File: src/rtl/tcb_pkg.sv
// shared constants and types for the tape command register bank
package tcb_pkg;

  // register indices on the documented register port
  localparam logic [0:0]  REG_IDX_CMD       = 1'h0;
  localparam logic [0:0]  REG_IDX_BRC       = 1'h1;

  // command register field positions
  localparam int          CMD_GO_BIT        = 0;
  localparam int          CMD_FCN_LSB       = 1;
  localparam int          CMD_EXT_LSB       = 4;
  localparam int          CMD_IE_BIT        = 6;
  localparam int          CMD_RDY_BIT       = 7;

  // reset values
  localparam logic [15:0] BRC_RESET         = 16'h0000;
  localparam logic [1:0]  EXT_RESET         = 2'h0;

  // go pulse timing: 1 us least, at an 8 ns clock
  localparam int          CLK_PERIOD_NS     = 8;
  localparam int          GO_PULSE_NS       = 1000;
  localparam int          GO_PULSE_CYC      = (GO_PULSE_NS + CLK_PERIOD_NS - 1) / CLK_PERIOD_NS;
  localparam logic [7:0]  GO_PULSE_LAST     = 8'(GO_PULSE_CYC - 1);

  // function codes of bits 3..1
  typedef enum logic [2:0] {
    TCB_FN_OFFLINE  = 3'h0,
    TCB_FN_READ     = 3'h1,
    TCB_FN_WRITE    = 3'h2,
    TCB_FN_WEOF     = 3'h3,
    TCB_FN_SPC_FWD  = 3'h4,
    TCB_FN_SPC_REV  = 3'h5,
    TCB_FN_WR_GAP   = 3'h6,
    TCB_FN_REWIND   = 3'h7
  } tcb_fn_t;

  // sequencer states
  typedef enum logic [1:0] {
    TCB_IDLE,
    TCB_WAIT_UNIT,
    TCB_PULSE,
    TCB_BUSY
  } tcb_state_t;

  // register port write request
  typedef struct packed {
    logic        wr;
    logic [0:0]  idx;
    logic [15:0] data;
  } tcb_wr_t;

  // transport pin inputs, before synchronisation
  typedef struct packed {
    logic        unit_rewinding;
    logic        op_done;
    logic        rewind_done;
    logic        lrc_strobe;
  } tcb_pins_t;

  // all state of the command bank except the byte/record counter
  typedef struct packed {
    tcb_state_t  state;
    logic        go;
    logic        ready;
    logic        ie;
    logic [1:0]  ext;
    tcb_fn_t     fcn;
    logic        irq;
    logic        go_pulse;
    logic [7:0]  pulse_cnt;
    logic        fault_prev;
    logic        rewinding;
    tcb_pins_t   sync1;
    tcb_pins_t   sync2;
    tcb_pins_t   pins_prev;
    logic [15:0] cmd_rd;
  } tcb_regs_t;

endpackage

File: src/rtl/tcb_counter.sv
// byte/record counter: software load, initialize clear, increment by one
`timescale 1ns/1ps
module tcb_counter #(
  parameter int WIDTH = 16
) (
  input  wire logic             clk,
  input  wire logic             reset,
  input  wire logic             clear,
  input  wire logic             load,
  input  wire logic [WIDTH-1:0] load_data,
  input  wire logic             inc,
  output logic      [WIDTH-1:0] count
);

  logic [WIDTH-1:0] count_r;   // counter value
  logic [WIDTH-1:0] count_nxt; // next counter value

  // clear beats load, load beats increment
  always_comb begin
    count_nxt = count_r;
    if (clear) begin
      count_nxt = '0;
    end else if (load) begin
      count_nxt = load_data;
    end else if (inc) begin
      count_nxt = count_r + WIDTH'(1);
    end
  end

  // counter register
  always_ff @(posedge clk or posedge reset) begin
    if (reset) begin
      count_r <= '0;
    end else begin
      count_r <= count_nxt;
    end
  end

  assign count = count_r;

endmodule

File: src/rtl/tcb_cmd_bank.sv
// tape controller command register low byte and byte/record counter
//
// Summary of operation
// - ready clears at operation start, sets at end
// - ready also sets on fault and initialize
// - enabled interrupt on ready or fault flag
// - rewind interrupts at start and at completion
// - enable write without go requests interrupt
// - extended address bits drive lines 17..16
// - extended bits take address register carry
// - bits 3..1 pick function, initialize clears
// - software writes go, controller starts operation
// - go holds until go pulse is sent
// - go clears on initialize and fault
// - counter clears on initialize, counts accesses
// - spacing counts once per record check character
`timescale 1ns/1ps
module tcb_cmd_bank
  import tcb_pkg::*;
#(
  parameter int BRC_WIDTH = 16
) (
  input  wire logic                 clk,
  input  wire logic                 reset,
  input  wire logic                 bus_init,
  input  wire tcb_wr_t              reg_wr,
  output logic      [15:0]          cmd_rd_data,
  output logic      [BRC_WIDTH-1:0] brc_rd_data,
  input  wire logic                 status_fault_flag,
  input  wire logic                 mem_access,
  input  wire logic                 current_memory_address_carry,
  input  wire tcb_pins_t            pins,
  output logic                      go_pulse,
  output logic      [2:0]           function_code,
  output logic      [1:0]           extended_address,
  output logic                      irq,
  input  wire logic                 irq_ack
);

  tcb_regs_t r_r;   // registered state
  tcb_regs_t r_nxt; // next state

  logic      cmd_wr;      // write to the command register
  logic      fault_rise;  // status fault flag just became set
  logic      op_done_ev;  // synchronised end-of-operation edge
  logic      rew_done_ev; // synchronised rewind completion edge
  logic      lrc_ev;      // synchronised check character edge
  logic      spacing;     // a space operation is running
  logic      brc_inc;     // counter increment request
  logic      brc_load;    // counter load from software

  // decode and edge detection on the synchronised pins and the status fault flag
  always_comb begin
    cmd_wr      = reg_wr.wr && (reg_wr.idx == REG_IDX_CMD);
    brc_load    = reg_wr.wr && (reg_wr.idx == REG_IDX_BRC);
    fault_rise  = status_fault_flag && !r_r.fault_prev;
    op_done_ev  = r_r.sync2.op_done && !r_r.pins_prev.op_done;
    rew_done_ev = r_r.sync2.rewind_done && !r_r.pins_prev.rewind_done;
    lrc_ev      = r_r.sync2.lrc_strobe && !r_r.pins_prev.lrc_strobe;
    spacing     = (r_r.state == TCB_BUSY) &&
                  ((r_r.fcn == TCB_FN_SPC_FWD) || (r_r.fcn == TCB_FN_SPC_REV));
    brc_inc     = mem_access || (spacing && lrc_ev);
  end

  // next-state logic for the whole bank except the byte/record counter
  always_comb begin
    r_nxt            = r_r;
    r_nxt.sync1      = pins;
    r_nxt.sync2      = r_r.sync1;
    r_nxt.pins_prev  = r_r.sync2;
    r_nxt.fault_prev = status_fault_flag;
    r_nxt.go_pulse   = 1'b0;

    // interrupt request withdrawn on acknowledge; later sets win
    if (irq_ack) begin
      r_nxt.irq = 1'b0;
    end

    // extended address follows the address register carry
    if (mem_access && current_memory_address_carry) begin
      r_nxt.ext = r_r.ext + 2'h1;
    end

    // software write of the command byte
    if (cmd_wr) begin
      r_nxt.ie  = reg_wr.data[CMD_IE_BIT];
      r_nxt.ext = reg_wr.data[CMD_EXT_LSB +: 2];
      r_nxt.fcn = tcb_fn_t'(reg_wr.data[CMD_FCN_LSB +: 3]);
      if (reg_wr.data[CMD_IE_BIT] && !reg_wr.data[CMD_GO_BIT]) begin
        r_nxt.irq = 1'b1;
      end
      if (reg_wr.data[CMD_GO_BIT] && r_r.state == TCB_IDLE) begin
        r_nxt.go    = 1'b1;
        r_nxt.ready = 1'b0;
        r_nxt.state = TCB_WAIT_UNIT;
      end
    end

    // rewind completion on the transport
    if (rew_done_ev && r_r.rewinding) begin
      r_nxt.rewinding = 1'b0;
      if (r_r.ie) begin
        r_nxt.irq = 1'b1;
      end
    end

    // operation sequencer
    unique case (r_r.state)
      // waiting for commands
      TCB_IDLE: begin
      end
      // unit still rewinding: go stays set meanwhile
      TCB_WAIT_UNIT: begin
        if (!r_r.sync2.unit_rewinding) begin
          r_nxt.state     = TCB_PULSE;
          r_nxt.pulse_cnt = 8'h00;
          // raise the pulse with the state change, so it lasts the full count
          r_nxt.go_pulse  = 1'b1;
        end
      end
      // go pulse to the transport for its least width
      TCB_PULSE: begin
        r_nxt.go_pulse = 1'b1;
        if (r_r.pulse_cnt == GO_PULSE_LAST) begin
          r_nxt.go_pulse = 1'b0;
          r_nxt.go       = 1'b0;
          if (r_r.fcn == TCB_FN_REWIND) begin
            r_nxt.state     = TCB_IDLE;
            r_nxt.ready     = 1'b1;
            r_nxt.rewinding = 1'b1;
            if (r_r.ie) begin
              r_nxt.irq = 1'b1;
            end
          end else begin
            r_nxt.state = TCB_BUSY;
          end
        end else begin
          r_nxt.pulse_cnt = r_r.pulse_cnt + 8'h01;
        end
      end
      // transfer or tape motion in progress
      TCB_BUSY: begin
        if (op_done_ev) begin
          r_nxt.state = TCB_IDLE;
          r_nxt.ready = 1'b1;
          if (r_r.ie) begin
            r_nxt.irq = 1'b1;
          end
        end
      end
    endcase

    // fault aborts the operation and flags ready
    if (fault_rise) begin
      r_nxt.go       = 1'b0;
      r_nxt.ready    = 1'b1;
      r_nxt.go_pulse = 1'b0;
      r_nxt.state    = TCB_IDLE;
      if (r_r.ie || (cmd_wr && reg_wr.data[CMD_IE_BIT])) begin
        r_nxt.irq = 1'b1;
      end
    end

    // bus initialize clears the bank
    if (bus_init) begin
      r_nxt.state     = TCB_IDLE;
      r_nxt.go        = 1'b0;
      r_nxt.ready     = 1'b1;
      r_nxt.ie        = 1'b0;
      r_nxt.ext       = EXT_RESET;
      r_nxt.fcn       = TCB_FN_OFFLINE;
      r_nxt.irq       = 1'b0;
      r_nxt.go_pulse  = 1'b0;
      r_nxt.rewinding = 1'b0;
    end

    // read image of the command register, upper byte outside this bank
    r_nxt.cmd_rd                          = 16'h0000;
    r_nxt.cmd_rd[CMD_GO_BIT]              = r_nxt.go;
    r_nxt.cmd_rd[CMD_FCN_LSB +: 3]        = r_nxt.fcn;
    r_nxt.cmd_rd[CMD_EXT_LSB +: 2]        = r_nxt.ext;
    r_nxt.cmd_rd[CMD_IE_BIT]              = r_nxt.ie;
    r_nxt.cmd_rd[CMD_RDY_BIT]             = r_nxt.ready;
  end

  // state register
  always_ff @(posedge clk or posedge reset) begin
    if (reset) begin
      r_r                     <= '0;
      r_r.state               <= TCB_IDLE;
      r_r.ready               <= 1'b1;
      r_r.fcn                 <= TCB_FN_OFFLINE;
      r_r.ext                 <= EXT_RESET;
      r_r.cmd_rd              <= 16'h0080;
    end else begin
      r_r <= r_nxt;
    end
  end

  // byte/record counter
  tcb_counter #(
    .WIDTH     (BRC_WIDTH)
  ) u_brc (
    .clk       (clk),
    .reset     (reset),
    .clear     (bus_init),
    .load      (brc_load),
    .load_data (reg_wr.data[BRC_WIDTH-1:0]),
    .inc       (brc_inc),
    .count     (brc_rd_data)
  );

  // outputs straight from the state register
  assign cmd_rd_data      = r_r.cmd_rd;
  assign go_pulse         = r_r.go_pulse;
  assign function_code    = r_r.fcn;
  assign extended_address = r_r.ext;
  assign irq              = r_r.irq;

endmodule

File: config.mk
export PLATFORM = sky130hd
export DESIGN_NAME = tcb_cmd_bank
export DESIGN_NICKNAME = d
export VERILOG_FILES = /design/src/rtl/tcb_pkg.sv /design/src/rtl/tcb_counter.sv /design/src/rtl/tcb_cmd_bank.sv
export SDC_FILE = /design/constraint.sdc
export NUM_CORES = 1
export LEC_CHECK = 0
export ABC_AREA = 1
export BUFFER_PORTS_ARGS = -buffer_cell sky130_fd_sc_hd__clkbuf_2
export CORE_MARGIN = 10
export CORE_UTILIZATION = 30
export DETAILED_ROUTE_END_ITERATION = 8
export GPL_TIMING_DRIVEN = 0
export PLACE_DENSITY = 0.55
export SLEW_MARGIN = 15
export SYNTH_ARGS = -nofsm -noshare
export SYNTH_HDL_FRONTEND = slang
export SYNTH_SLANG_ARGS = --single-unit
File: constraint.sdc
create_clock -name clk -period 3.2 [get_ports clk]
set_clock_uncertainty 0.2 [all_clocks]
set_input_delay 0.16 -clock clk [delete_from_list [all_inputs] [get_ports clk]]
set_output_delay 0.16 -clock clk [all_outputs]
set_load 0.005 [all_outputs]
==> results of run 1 <==
[layer usage]
layer / GRT usage / vias to the layer above / wire length (um)
met1: 0.144 / 1251 / 3710
met2: 0.176 / 65 / 3480
met3: 0.0243 / 7 / 379
met4: 0.0394 / 0 / 119
li1: - / 1395 / -
met5: 0 / - / 0
[placed cells by master (no fill, tap or decap), types with 9 or more instances in the layout]
cell type and instances:
nand3_1 25, dlygate4sd3_1 21, o21ai_0 33, dfrtp_1 48, nand4_1 9, clkbuf_2 59, nand2_1 100, inv_1 48
nor2_1 53, a21oi_1 16, buf_4 23
[flip-flops by register name, indices dropped and copies added, names as in the netlist]
register,flops
r_nxt,8
cmd_rd_data,5
irq,1
function_code,2
u_brc.count,16
go_pulse,1
r_r,15
extended_address,1
[cell type report]
class,count,area [sq um],share of cell area
Multi-Input combinational cell,273,1310,0.354
Sequential cell,49,1230,0.331
Timing Repair Buffer,81,533,0.144
Inverter,51,194,0.0522
Buffer,26,186,0.0502
Tap cell,129,161,0.0435
Clock buffer,5,68.8,0.0185
Clock inverter,3,28.8,0.00775
[power groups by stage]
stage / Sequential (uW) / Clock [uW] / Combinational (uW)
after floorplan: 699 / 0 / 142
after global placement: 707 / 0 / 229
after detailed placement: 710 / 0 / 234
after CTS: 697 / 420 / 255
after global routing: 705 / 443 / 291
final: 697 / 400 / 252
[logic make-up after synthesis]
| group | after synthesis | share of synthesized area |
|---|---|---|
| DFF | 49 | 0.424 |
| xor gates and xnor gates | 7 | 0.0212 |
| buffers and inverters | 77 | 0.131 |
| other | 1 | 0.00130 |
| adders and majority gates | 8 | 0.0346 |
| AOI/OAI and AO/OA | 54 | 0.0964 |
| and+or+nand+nor | 196 | 0.291 |
[worst paths after layout]
kind                                                   end  slack (ps)  cells past startpoint
min in group asynchronous                    irq$_DFF_PP0_         290                      3
worst max register to register  u_brc.count[4]$_DFFE_PP0P_        1340                      7
max in group asynchronous         cmd_rd_data[7]$_DFF_PP1_        1910                      4
worst min-delay path                         irq$_DFF_PP0_           9                      4
worst min register to register         r_nxt[18]$_DFF_PP0_         160                      0
worst max-delay path            cmd_rd_data[5]$_DFFE_PP0P_        1090                      8
[through the flow]
step | std cells | power (uW) | worst slack, ps
3_3_place_gp | 587 | 936 | 956
3_5_place_dp | 588 | 943 | 1350
2_1_floorplan | 399 | 841 | 1560
4_1_cts | 617 | 1370 | 1100
5_1_grt | 617 | 1440 | 954
6_report | 617 | 1350 | 1090
[critical path, cell delays in order]
cell           delay, ps
dlygate4sd3_1        540
clkbuf_2             180
inv_1                230
nand2_1              180
a21oi_1              150
dlygate4sd3_1        580
nand2_1               50
o21ai_0               70
==> metrics.md, run 1 <==
| Metric | Value |
|---|---|
| Status | `finished, final reports clean` |
| Share of cells above drive strength 1 | `0.215` |
| Post-Synthesis Cells | `392` |
| Hold Crit Start | `irq_ack` |
| Worst Setup SP | `bus_init` |
| DRC | `0` |
| Pleak | `0.00195 uW` |
| DRT Pass-1 Iters | `5` |
| Die Span X | `118 um` |
| Overall routing resource usage | `0.111` |
| Synth top area share | `0.415` |
| MaxCap Viol Count | `0` |
| # setup viols final | `0` |
| Die Area | `14,000 sq um` |
| CP Capture Type | `flop` |
| Design area | `3710 sq um` |
| CTS Root Cell | `clkbuf_8` |
| Cell Pwr Density | `363 nW/um^2` |
| Hold Fails Final Rpt | `0` |
| Post-synth ARST share | `1.00` |
| Area leader, netlist | `dfrtp_1` |
| Tcrit/Tclk final | `0.660` |
| # IOs | `68` |
| Power share of the clock group | `0.297` |
| Fillers | `1,005` |
| Post-synth cell types | `26` |
| Starting Density | `0.310` |
| RSZ-0062 raised after global routing | `no` |
| Net Sw Frac | `0.306` |
| N_diodes | `0` |
| Final ANT Viol Nets | `0` |
| Post-cts resize count | `0` |
| Count leader, synth | `nand2_1` |
| HPWL Detailed | `6.11 mm` |
| Vias in the first global route | `2,645` |
| Rel. slew slack | `0.562` |
| Drt via density | `4.41` |
| Seq/Total Area, Yosys | `0.424` |
| RD Place Congestion | `0.890` |
| Ys flop type | `dfrtp_1` |
| CTS Hold Bufs | `21` |
| CTS tree | `yes` |
| Std-Cell Rows | `35` |
| Dpl cell area | `3410 sq um` |
| Commonest cells in the synthesized netlist | `nand2_1, nor2_1, inv_1` |
| Crit-path max FO | `8` |
| First-pass GRT wire length | `13.0 mm` |
| Via count | `2,718` |
| Post-Route Utilization | `0.398` |
| EDFF count, synth | `0` |
| Wire length per cell | `12.5 um` |
| WP data arrival | `2140 ps` |
| Synth-to-layout area growth | `28.3%` |
| Fin Hold WS | `8.94 ps` |
| Setup crit start kind | `input pin` |
| Final min period | `2110 ps` |
| Reg2Reg Launch Point | `r_r[48]$_DFF_PP0_` |
| Die height | `118 um` |
| Largest net degree at the start of global routing | `30` |
| Final nets | `524` |
| PortBufs | `59` |
| Combinational power share | `0.187` |
| Cell Area, Synth | `2900 sq um` |
| Worst slew pin tran | `656 ps` |
| Flops & latches, synth | `49` |
| Fmax | `473 MHz` |
| Clock transition at path regs | `100 ps` |
| Clk_lat worst skew | `310 ps` |
| First DRT Iteration DRCs | `138` |
| Final wirelength | `7.68 mm` |
| Worst vdd ir | `0.186 mV` |
| Core Area | `9330 sq um` |
| Remaining global-route overflow | `0` |
| Worst Path Required | `3230 ps` |
| Hold Crit Class | `in2reg` |
| Internal | `936 uW` |
| Clock Sinks | `49` |
| Synth area leaders | `dfrtp_1, nand2_1, nor2_1` |
| Initial antenna violation count | `0` |
| Post-route setup TNS | `0 ps` |
| Deepest clock path buffer count | `2` |
| Yosys warnings | `0` |
| Seq pwr share | `0.517` |
| NetSw | `413 uW` |
| Max-slew violations | `0` |
| H-tree levels | `2` |
| CTS Buf Count | `5` |
| Avg Inst Size Synth | `7.39 sq um` |
| Kind of critical path | `in2reg` |
| Setup Buffers After CTS | `0` |
(Power assumes the default switching activity.)
==> inputs of run 2 (changes only) <==
clock period = 1.95 ns   (was 3.2 ns; I/O delays follow)
==> run 2 against run 1 <==
Effect of this change:
- combinational power rose by 69%
- cell area rose by 2.1%
- sequential share of layout area fell by 0.60 points
- largest cell class unchanged
- utilization rose by 0.82 points
- first-iteration DRC count rose by 30%
- global-route usage rose by 0.21 points
==> metrics.md, run 2 (synthesis gave the netlist of run 1 again) <==
| Metric | Value |
|---|---|
| Crit-path max FO | `8 (unchanged)` |
| Hold Crit Class | `in2reg` |
| Final min period | `1830 ps` |
| Remaining global-route overflow | `0 (unchanged)` |
| PortBufs | `59 (unchanged)` |
| N_diodes | `0 (unchanged)` |
| Clock Sinks | `49 (unchanged)` |
| Share of cells above drive strength 1 | `0.225 (+0.00953)` |
| Final wirelength | `7.82 mm (+1.8%)` |
| Drt via density | `4.37 (-0.82%)` |
| CTS Buf Count | `5 (unchanged)` |
| DRT Pass-1 Iters | `4 (-1)` |
| Fillers | `1,001 (-0.40%)` |
| # setup viols final | `0 (unchanged)` |
| Synth-to-layout area growth | `30.9%` |
| Deepest clock path buffer count | `2 (unchanged)` |
| Most common cell after layout, fill and taps aside | `nand2_1` |
| Pleak | `0.00197 uW (+0.97%)` |
| Rel. slew slack | `0.564 (+0.00222)` |
| First DRT Iteration DRCs | `180 (+30%)` |
| Fin Hold WS | `60.7 ps (+51.8 ps)` |
| Max-slew violations | `0 (unchanged)` |
| Vias in the first global route | `2,670 (+0.95%)` |
| Kind of critical path | `in2reg` |
| # IOs | `68 (unchanged)` |
| Post-route setup TNS | `0 ps (unchanged)` |
| HPWL Detailed | `6.11 mm (unchanged)` |
| Die Span X | `118 um (unchanged)` |
| Register area | `1230 sq um (+0.20%)` |
| Setup crit start kind | `input pin` |
| Die height | `118 um (unchanged)` |
| MaxCap Viol Count | `0 (unchanged)` |
| WP data arrival | `1880 ps (-260 ps)` |
| Dpl cell area | `3410 sq um (unchanged)` |
| Design area | `3790 sq um (+2.1%)` |
| Wire length per cell | `12.6 um (+0.80%)` |
| Tcrit/Tclk final | `0.937` |
| CP Capture Type | `flop` |
| Crit path top cell by count | `dlygate4sd3_1` |
| Worst vdd ir | `0.304 mV (+64%)` |
| Multi-input gate area | `1320 sq um (+0.57%)` |
| RD Place Congestion | `0.890 (unchanged)` |
| Via count | `2,722 (+0.15%)` |
| RSZ-0062 raised after global routing | `yes` |
| H-tree levels | `2 (unchanged)` |
| Status | `finished, final reports clean` |
| Worst Path Required | `2000 ps (-1230 ps)` |
| CP max stage delay | `560 ps (-20 ps)` |
| Setup Buffers After CTS | `0 (unchanged)` |
| Clock transition at path regs | `100 ps (about the same)` |
| Initial antenna violation count | `0 (unchanged)` |
| Core Area | `9330 sq um (unchanged)` |
| Worst slew pin tran | `653 ps (-3.33 ps)` |
| Cell Pwr Density | `587 nW/um^2 (+62%)` |
| Die Area | `14,000 sq um (unchanged)` |
| DRC | `0 (unchanged)` |
| Fmax | `547 MHz` |
| Hold Fails Final Rpt | `0 (unchanged)` |
| Setup WS post-layout | `123 ps (-964 ps)` |
| Final nets | `530 (+1.1%)` |
| Starting Density | `0.310 (unchanged)` |
| Most frequent cells in the layout | `nand2_1, clkbuf_2, nor2_1` |
| CTS Root Cell | `clkbuf_8` |
| Largest net degree at the start of global routing | `30 (unchanged)` |
| Post-Route Utilization | `0.406 (+0.00818)` |
| Max reg flops | `16 (unchanged)` |
| Crit-path slowest cell | `dlygate4sd3_1` |
| Clk_lat worst skew | `310 ps (about the same)` |
| CTS tree | `yes` |
| First-pass GRT wire length | `13.2 mm (+2.0%)` |
| Worst slack at placement | `98.7 ps (-1250 ps)` |
| Overall routing resource usage | `0.113 (+0.00208)` |
| Final ANT Viol Nets | `0 (unchanged)` |
| CP Cell Sequence | `dlygate4sd3_1 > clkbuf_2 > inv_2 > nand2_1 > o22ai_1 > dlygate4sd3_1` |
| Std-Cell Rows | `35 (unchanged)` |
## run 2: layer usage
metal / wire length [um] / track usage
met2: 3580 / 0.179
met4: 144 / 0.0425
met3: 327 / 0.0228
met1: 3770 / 0.147
met5: 0 / 0
## run 2: power by group
group / switching, uW / internal (uW)
clock: 387 / 269
combinational: 223 / 202
sequential: 70.2 / 1080
total: 680 / 1550
## run 2: timing repair
item	in CTS	in global routing
resized for setup	0	9
hold buffers	27	0
endpoints found under the hold margin	57	0
setup endpoints to repair	0	14
## run 2: worst max-delay path, delay by kind of cell
family	cells	cell delay, ps
simple gates	1	150
buf+inv	4	1450
compound gates	1	180
## run 2: path summary, 6_finish.rpt
check / from / end / slack, ps / cells after the start
max in group asynchronous: reset / cmd_rd_data[7]$_DFF_PP1_ / 730 / 4
worst max register to register: r_r[48]$_DFF_PP0_ / u_brc.count[4]$_DFFE_PP0P_ / 140 / 7
min in group asynchronous: reset / irq$_DFF_PP0_ / 220 / 3
worst max-delay path: bus_init / cmd_rd_data[6]$_DFFE_PP0P_ / 120 / 6
worst min register to register: r_nxt[22]$_DFF_PP0_ / r_nxt[18]$_DFF_PP0_ / 160 / 0
worst min-delay path: reg_wr[17] / function_code[0]$_DFFE_PP0P_ / 60 / 4
## run 2: final cells by class
type,count,area share
timing repair buffer,87,0.156
clock buffer,5,0.0182
inverter,51,0.0522
sequential,49,0.325
buffer,26,0.0499
multi-input combinational,273,0.349
clock inverter,3,0.00759
tap,129,0.0426
## run 2: per-stage QoR
step / total power, uW / std cells
after floorplan: 1380 / 399
after global routing: 2380 / 623
after global placement: 1540 / 587
after CTS: 2260 / 623
after detailed placement: 1550 / 588
final: 2230 / 623
